### src/pkg/abs_pkg.sv
// Constants shared by the converter boundary-scan segment.
`default_nettype none

package abs_pkg;

    // ========================================================================
    // Scan chain layout, cell 0 sits next to the serial output.
    localparam int unsigned SEG_LEN   = 28;
    localparam int unsigned CELL_CMP  = 0;
    localparam int unsigned CELL_ACLK = 1;
    localparam int unsigned CELL_ACT  = 2;
    localparam int unsigned CELL_BGN  = 3;
    localparam int unsigned CELL_CPW  = 4;
    localparam int unsigned CELL_DPW  = 5;
    localparam int unsigned CELL_DAC  = 6;
    localparam int unsigned DAC_W     = 10;
    localparam int unsigned CELL_BYP  = 16;
    localparam int unsigned CELL_GND  = 17;
    localparam int unsigned CELL_HLD  = 18;
    localparam int unsigned CELL_REF  = 19;
    localparam int unsigned CELL_MUX  = 20;
    localparam int unsigned MUX_W     = 8;

    // ========================================================================
    // Idle line values: trial code 0x200, hold, bypass and channel bit 0 set.
    localparam logic [SEG_LEN-1:0] IDLE_LINES = 28'h0158000;
    localparam logic [9:0]         DAC_IDLE   = 10'h200;
    localparam logic [7:0]         MUX_IDLE   = 8'h01;

    // ========================================================================
    // Register map on the APB side.
    localparam int unsigned  ADDR_W     = 12;
    localparam logic [11:0]  OFS_CTRL   = 12'h000;
    localparam logic [11:0]  OFS_LINES  = 12'h004;
    localparam logic [11:0]  OFS_CHAIN  = 12'h008;
    localparam logic         CTRL_RESET = 1'b1;

endpackage

`default_nettype wire

### src/abs_segment.sv
// Boundary-scan segment driving and observing the converter control lines.
//
// Notes on behaviour
// - One scan cell per converter control input and observe output.
// - Ten trial code cells, bit 9 down to 0; idle code has bit 9 only.
// - Hold cell low makes converter track, high holds; idles high.
// - Bypass cell routes channels zero to three around amplifier; idles high.
// - Separate converter and amplifier power cells, both idle low.
// - Ground, band-gap negative input and band-gap reference cells idle low.
// - Amplifier path enable and amplifier clock cells idle low.
// - Idle inputs read back idle values; comparator zero, channel bit 0 only.
`default_nettype none

module abs_segment (
    // Clock, reset and freeze.
    input  wire logic                       pclk,
    input  wire logic                       presetn,
    input  wire logic                       ce,
    // APB slave.
    input  wire logic                       psel,
    input  wire logic                       penable,
    input  wire logic                       pwrite,
    input  wire logic [abs_pkg::ADDR_W-1:0] paddr,
    input  wire logic [31:0]                pwdata,
    output logic      [31:0]                prdata,
    output logic                            pready,
    output logic                            pslverr,
    // Test access port states and tdi from the TCK domain; tdo is registered on pclk.
    input  wire logic                       tck,
    input  wire logic                       tdi,
    input  wire logic                       capture_dr,
    input  wire logic                       shift_dr,
    input  wire logic                       update_dr,
    output logic                            tdo,
    // Converter observe line.
    input  wire logic                       comp,
    // Converter control lines.
    output logic                            aclk,
    output logic                            amp_to_cmp_path_en,
    output logic                            bandgap_neg_input_en,
    output logic                            converter_power_on,
    output logic                            diffamp_power_on,
    output logic      [9:0]                 dac_code,
    output logic                            amp_bypass_route,
    output logic                            neg_input_ground,
    output logic                            sample_hold,
    output logic                            bandgap_as_dac_ref,
    output logic      [7:0]                 channel_select
);

    localparam int unsigned N = abs_pkg::SEG_LEN;

    // ========================================================================
    // Synchronisers. TCK is slow against pclk, so its edges are found here
    // and all TAP qualifiers pass the same two stages to stay aligned.
    logic [5:0] sync1;
    logic [5:0] sync2;
    logic       tck_d;

    always_ff @(posedge pclk or negedge presetn) begin
        if (!presetn) begin
            sync1 <= 6'h00;
            sync2 <= 6'h00;
            tck_d <= 1'b0;
        end else if (ce) begin
            sync1 <= {comp, update_dr, shift_dr, capture_dr, tdi, tck};
            sync2 <= sync1;
            tck_d <= sync2[0];
        end
    end

    logic tck_s;
    logic tdi_s;
    logic cap_s;
    logic shf_s;
    logic upd_s;
    logic comp_s;
    assign {comp_s, upd_s, shf_s, cap_s, tdi_s, tck_s} = sync2;

    logic en_q;
    logic tck_rise;
    logic tck_fall;
    logic cap_fire;
    logic shift_fire;
    logic upd_fire;
    assign tck_rise   = tck_s & ~tck_d;
    assign tck_fall   = ~tck_s & tck_d;
    assign cap_fire   = en_q & tck_rise & cap_s;
    assign shift_fire = en_q & tck_rise & shf_s & ~cap_s;
    assign upd_fire   = en_q & tck_fall & upd_s;

    // ========================================================================
    // Scan cells, update latches and APB registers.
    logic [N-1:0] chain;
    logic [N-1:1] line_q;
    logic         tdo_q;
    logic [N-1:0] next_chain;
    logic [N-1:1] next_line;
    logic         next_tdo;
    logic         next_en;
    logic [31:0]  next_prdata;
    logic         next_pready;
    logic         next_pslverr;

    always_comb begin
        next_chain   = chain;
        next_line    = line_q;
        next_tdo     = tdo_q;
        next_en      = en_q;
        next_prdata  = prdata;
        next_pready  = 1'b0;
        next_pslverr = 1'b0;
        if (cap_fire) begin
            // Control cells capture what they drive so a scan reads the lines back.
            next_chain[abs_pkg::CELL_CMP] = comp_s;
            next_chain[N-1:1]             = line_q;
        end else if (shift_fire) begin
            next_chain = {tdi_s, chain[N-1:1]};
        end
        if (upd_fire) begin
            next_line = chain[N-1:1];
        end
        // Serial output changes on the falling edge, as the tester samples late in the high phase.
        if (tck_fall) begin
            next_tdo = chain[0];
        end
        if (psel && !penable) begin
            next_pready = 1'b1;
            unique case (paddr)
                abs_pkg::OFS_CTRL:  next_prdata = {31'h00000000, en_q};
                abs_pkg::OFS_LINES: next_prdata = {5'h00, line_q};
                abs_pkg::OFS_CHAIN: next_prdata = {4'h0, chain};
                default: begin
                    next_prdata  = 32'h00000000;
                    next_pslverr = 1'b1;
                end
            endcase
        end
        if (psel && penable && pready && pwrite && paddr == abs_pkg::OFS_CTRL) begin
            next_en = pwdata[0];
        end
    end

    always_ff @(posedge pclk or negedge presetn) begin
        if (!presetn) begin
            chain   <= abs_pkg::IDLE_LINES;
            line_q  <= abs_pkg::IDLE_LINES[N-1:1];
            tdo_q   <= 1'b0;
            en_q    <= abs_pkg::CTRL_RESET;
            prdata  <= 32'h00000000;
            pready  <= 1'b0;
            pslverr <= 1'b0;
        end else if (ce) begin
            chain   <= next_chain;
            line_q  <= next_line;
            tdo_q   <= next_tdo;
            en_q    <= next_en;
            prdata  <= next_prdata;
            pready  <= next_pready;
            pslverr <= next_pslverr;
        end
    end

    // ========================================================================
    // Line outputs come straight from the update latches.
    assign tdo                  = tdo_q;
    assign aclk                 = line_q[abs_pkg::CELL_ACLK];
    assign amp_to_cmp_path_en   = line_q[abs_pkg::CELL_ACT];
    assign bandgap_neg_input_en = line_q[abs_pkg::CELL_BGN];
    assign converter_power_on   = line_q[abs_pkg::CELL_CPW];
    assign diffamp_power_on     = line_q[abs_pkg::CELL_DPW];
    assign dac_code             = line_q[abs_pkg::CELL_DAC +: abs_pkg::DAC_W];
    assign amp_bypass_route     = line_q[abs_pkg::CELL_BYP];
    assign neg_input_ground     = line_q[abs_pkg::CELL_GND];
    assign sample_hold          = line_q[abs_pkg::CELL_HLD];
    assign bandgap_as_dac_ref   = line_q[abs_pkg::CELL_REF];
    assign channel_select       = line_q[abs_pkg::CELL_MUX +: abs_pkg::MUX_W];

    // ========================================================================
    // Checks. A flag remembers whether any update has happened since reset.
    logic upd_seen;
    always_ff @(posedge pclk or negedge presetn) begin
        if (!presetn) begin
            upd_seen <= 1'b0;
        end else if (ce && upd_fire) begin
            upd_seen <= 1'b1;
        end
    end
endmodule

`default_nettype wire

### config.mk
export PLATFORM = sky130hd
export DESIGN_NAME = abs_segment
export DESIGN_NICKNAME = d
export VERILOG_FILES = /design/src/pkg/abs_pkg.sv /design/src/abs_segment.sv
export SDC_FILE = /design/constraint.sdc
export NUM_CORES = 1
export LEC_CHECK = 0
export ABC_CLOCK_PERIOD_IN_PS = 1400
export BUFFER_PORTS_ARGS = -buffer_cell sky130_fd_sc_hd__buf_2
export CAP_MARGIN = 25
export CORE_MARGIN = 5
export CORE_UTILIZATION = 25
export DETAILED_ROUTE_END_ITERATION = 6
export PLACE_DENSITY = 0.45
export SETUP_SLACK_MARGIN = 0.05
export SYNTH_ARGS = -nofsm -noshare
export SYNTH_HDL_FRONTEND = slang
export SYNTH_SLANG_ARGS = --single-unit
### constraint.sdc
create_clock -name pclk -period 1.4 [get_ports pclk]
set_clock_uncertainty 0.1 [all_clocks]
set_input_delay 0.21 -clock pclk [delete_from_list [all_inputs] [get_ports pclk]]
set_output_delay 0.21 -clock pclk [all_outputs]
set_load 0.01 [all_outputs]
==> After elaboration in Yosys (flattened, before gate mapping) <==
Index checks and enable logic that the tools add are counted.
{ "word_totals": {"input_bits": 56, "regBits": 104, "wordCells": 43, "output_inout_bits": 62} }
{ "op_classes": {"eq_ne": 2, "muxes": 6, "reduce_logical": 14, "bitwise": 11} }
{ "op_table": {"columns": ["cell", "count"], "rows": [
  ["28-bit one-hot mux with 3 select lines", 1],
  ["28-bit 2-to-1 mux", 2],
  ["12-bit by 3-bit == test with 1-bit output, second input constant", 1],
  ["12-bit by 4-bit == test with 1-bit output, second input constant", 1],
  ["12-bit zero test", 1],
  ["2-bit AND reduction", 5],
  ["1-bit bitwise AND", 8],
  ["1-bit logical AND", 5],
  ["1-bit 2-to-1 mux", 3],
  ["1-bit NOT", 3],
  ["3-bit OR reduction", 1],
  ["2-bit nonzero test", 1],
  ["1-bit zero test", 1]
]} }

==> Logic depth before layout (Yosys ltp) <==
{ "logic_depth": {"word_depth": 7, "mapped_depth": 7, "depth_no_buf": 4} }

==> Worst setup path before layout <==
Ideal clock, no wire load.
{ "synth_path": {"path_kind": "register -> register", "startpoint": "register en_q", "endpoint": "register chain[0]", "setup_slack_ns": -0.137, "t_arrival_ns": 1.300, "period_less_slack_ns": 1.537, "n_path_buf": 2, "path_stages_with_launch": 6, "t_required_ns": 1.163, "setup_ns": 0.137, "cell_sequence": "dfstp_2 > nand4b_1 > nor2_1 > buf_2 > buf_1 > a21oi_1"} }
{ "synth_via": {"elab_chain_cells": 5, "elab_cells_between_ends": 7, "classes_between": "mux: 1; bitwise: 4; reduce/logical: 2"} }
{ "synth_rtl": {"columns": ["item", "line", "source"], "rows": [
  ["start, declared", "abs_segment.sv:80", "logic en_q;"],
  ["start signal, assigned", "abs_segment.sv:149", "en_q <= abs_pkg::CTRL_RESET;"],
  ["start signal, assigned", "abs_segment.sv:157", "en_q <= next_en;"],
  ["1-bit bitwise AND *", "abs_segment.sv:88, abs_segment.sv:89", null],
  ["1-bit bitwise AND (2 in series)", "abs_segment.sv:89", "assign shift_fire = en_q & tck_rise & shf_s & ~cap_s;"],
  ["2-bit nonzero test (no line)", null, null],
  ["2-bit AND reduction (no line)", null, null],
  ["end signal, assigned", "abs_segment.sv:146", "chain <= abs_pkg::IDLE_LINES;"],
  ["end signal, assigned", "abs_segment.sv:154", "chain <= next_chain;"],
  ["end, declared", "abs_segment.sv:94", "logic [N-1:0] chain;"]
]} }
Every way passes the cells marked *; elsewhere a longest branch is shown, timed or not.
A chain may end at the register's enable or synchronous reset.

==> Worst setup path in the final report <==
{ "layout_path": {"startpoint": "register en_q", "endpoint": "register chain[6]"} }
The elaborated chain is that of the path after synthesis.

==> results by group <==
Global routing
  – Largest net degree at the start of global routing: 55
  – Vias in the first global route: 3,324
  – Total track usage: 11.7%
  – Initial antenna violation count: 0
  – Grt ovf: 0
  – First-pass GRT wire length: 19,000 µm

Placement
  – Placed cell area: 0.00532 mm²
  – DP Worst Slack: -0.216 ns
  – Port bufs: 82
  – Placed cells: 670
  – Gpl congestion: 0.689
  – Post-DP HPWL: 7560 µm

STA
  – Final slew viol count: 0
  – Final Cycle Share: 110%
  – Fmax: 650 MHz
  – Setup ws final: -0.138 ns
  – Final hold violations: 0
  – Final min period: 1.54 ns
  – RSZ-0062 raised after global routing: true
  – Final setup fails: 55
  – TNS Setup: -5.51 ns

Clock network
  – Clk buf depth: 2
  – CTS tree: done
  – Clk Latency, worst-skew pair: 0.35 ns
  – CTS buffer count: 9
  – CTS sink cnt: 100
  – Reg clk slew, reported paths: 0.06 ns
  – CTS Root Cell: clkbuf_16
  – H-tree depth: 3

Drt
  – DRT antenna net count: 0
  – DR vias/cell: 4.50
  – Drt first pass iters: 4
  – Residual DRC count: 0
  – Via Count: 3,187
  – Wire per inst: 16.8 µm
  – Iter 0 DRT Violations: 152
  – Final WL: 11,900 µm

Min path
  – Worst Hold Class: in -> reg

Logic synthesis
  – Ranking of synthesized cells by area: dfrtp_1 (51%), mux2_2 (11%), mux2i_1 (6.5%), o31ai_2 (5.6%), dfstp_2 (5.3%)
  – Yosys warns: 0
  – Syn Std Cell Area: 0.00450 mm²
  – Avg Inst Size Synth: 12.2 µm²
  – Synth cell types: 30
  – Number of synthesized register bits: 100
  – Number of synthesized flops with an enable pin: 0
  – Gate Count Post-Synth: 368
  – Post-synthesis sequential area ratio: 55.9%
  – Post-synth top area cell: dfrtp_1
  – Post-synth top area share: 50.6%
  – Ys flop type: dfrtp_1
  – Async SR Flop Fraction: 100%

Power and ir drop
  – Sw power: 0.00129 W
  – Sequential share of power: 50.4%
  – Design Power: 0.00592 W
  – P_int: 0.00463 W
  – Clock network fraction of total power: 44.0%
  – P per Cell Area: 978 mW/mm²
  – Peak supply drop: 0.455 mV
  – Power share of the combinational group: 5.6%
  – Switching share of total power: 21.8%
  – Leakage: 2.97 nW

Floorplan
  – Ports: 118
  – Die area: 0.0208 mm²
  – Cell Rows: 49
  – Initial Utilization: 25.2%
  – Die height: 144 µm
  – Die span in x: 144 µm
  – Core area: 0.0178 mm²

Cells and area
  – Final-layout fill cell count: 1,797
  – Fin area: 0.00605 mm²
  – Area Growth Syn to Fin: 34.5%
  – Commonest non-fill, non-tap cells in the layout: dfrtp_1 (91), buf_2 (77), mux2_2 (42), nand2_1 (30), mux2i_1 (29)
  – # nets final: 530
  – Finished Layout Cells: 708
  – Layout cells sized above 1: 49.3%
  – Commonest non-fill, non-tap cell in the layout: dfrtp_1
  – Ant. Diodes: 0

Setup path
  – Crit Path Category: reg -> reg
  – Worst R2R Setup Slack: -0.14 ns
  – Worst Setup EP: chain[6]
  – WP data arrival: 1.66 ns
  – CP endpoint kind: flip-flop
  – Crit Path Max Fanout: 7
  – Worst reg2reg path depth: 6
  – Critical Path Source: en_q
  – Capturing point of the worst reg2reg path: chain[6]
  – CP required: 1.53 ns
  – FF-to-FF Start: en_q
  – Worst Setup Start Kind: flip-flop

Outcome
  – Status: complete, but fails checks
  – Violated checks: setup timing

Job
  – Maxcap violations: 0
## Yosys cell counts, types with 7 or more instances
master and n:
mux2i_1 29, nand2_1 30, nor2_1 33, mux2_2 42, a21oi_1 29, o31ai_1 7, dfstp_2 9, clkbuf_1 7
buf_2 13, o31ai_2 20, dfrtp_1 91, a22oi_1 26
## power by group through the flow
| stage | sequential (W) | combinational [W] | clock, W |
|---|---|---|---|
| CTS | 0.00298 | 0.000343 | 0.00270 |
| finish | 0.00298 | 0.000334 | 0.00260 |
| global placement | 0.00303 | 0.000320 | 0 |
| detailed placement | 0.00303 | 0.000326 | 0 |
| global route | 0.00299 | 0.000374 | 0.00279 |
| floorplan | 0.00303 | 0.000153 | 0 |
## timing repair
action,in CTS,in global routing
endpoints found under the setup margin,59,57
endpoints found under the hold margin,98,0
gates cloned,2,3
pin swaps,0,2
resized for setup,6,34
hold buffers,8,0
setup buffers,9,0
## layout make-up
type / count / area (µm²) / area share (%)
clock buffer: 13 / 270 / 4.47
tap: 229 / 287 / 4.74
inverter: 1 / 3.75 / 0.0620
multi-input combinational: 238 / 1950 / 32.2
sequential: 100 / 2510 / 41.6
timing repair buffer: 124 / 986 / 16.3
clock inverter: 3 / 43.8 / 0.724
## worst max-delay path, stage by stage (launching register included)
cell      delay, ns
dfstp_2        0.57
nand4b_1       0.15
nor2_4         0.16
buf_4          0.13
buf_12         0.11
buf_16         0.12
a21oi_1        0.07
## state kept, by name, indices dropped and copies added, names as in the netlist
name / cells
chain: 28
en_q: 1
line_q: 27
prdata: 28
pready: 1
pslverr: 1
sync1: 6
sync2: 6
tck_d: 1
tdo: 1
## stage by stage
step / utilization (%) / hold WS [ns]
after floorplan: - / -0.186
after global placement: 29.8 / -0.0145
after detailed placement: 29.8 / -0.0138
after CTS: 32.9 / 0.0958
after global routing: 33.9 / 0.186
final: 33.9 / 0.110
## worst min path at each step
stage | startpoint | to | slack (ns) | cells after the start
floorplan | presetn | chain[0] | -0.19 | 0
CTS | penable | prdata[27] | 0.1 | 4
global route | presetn | prdata[11] | 0.19 | 2
detailed placement | presetn | prdata[11] | -0.01 | 1
finish | penable | prdata[27] | 0.11 | 4
global placement | presetn | prdata[11] | -0.01 | 1
## routing by layer
layer,up-vias,track usage (%),routed length (µm)
met2,53,18.4,5600
met5,-,0,0
li1,1535,-,-
met4,0,4.46,176
met1,1586,15.7,5510
met3,13,2.74,591
## logic make-up (layout without fill, tap and decap cells)
| logic type | Yosys count | after routing | share of synthesized area (%) |
|---|---|---|---|
| buffers and inverters | 33 | 141 | 4.67 |
| muxes | 71 | 71 | 17.0 |
| DFF | 100 | 100 | 55.9 |
| AOI/OAI and AO/OA | 86 | 86 | 15.0 |
| and+or+nand+nor | 77 | 77 | 7.40 |
| other | 1 | 4 | 0.0834 |
Power figures use the tool's default switching activity.
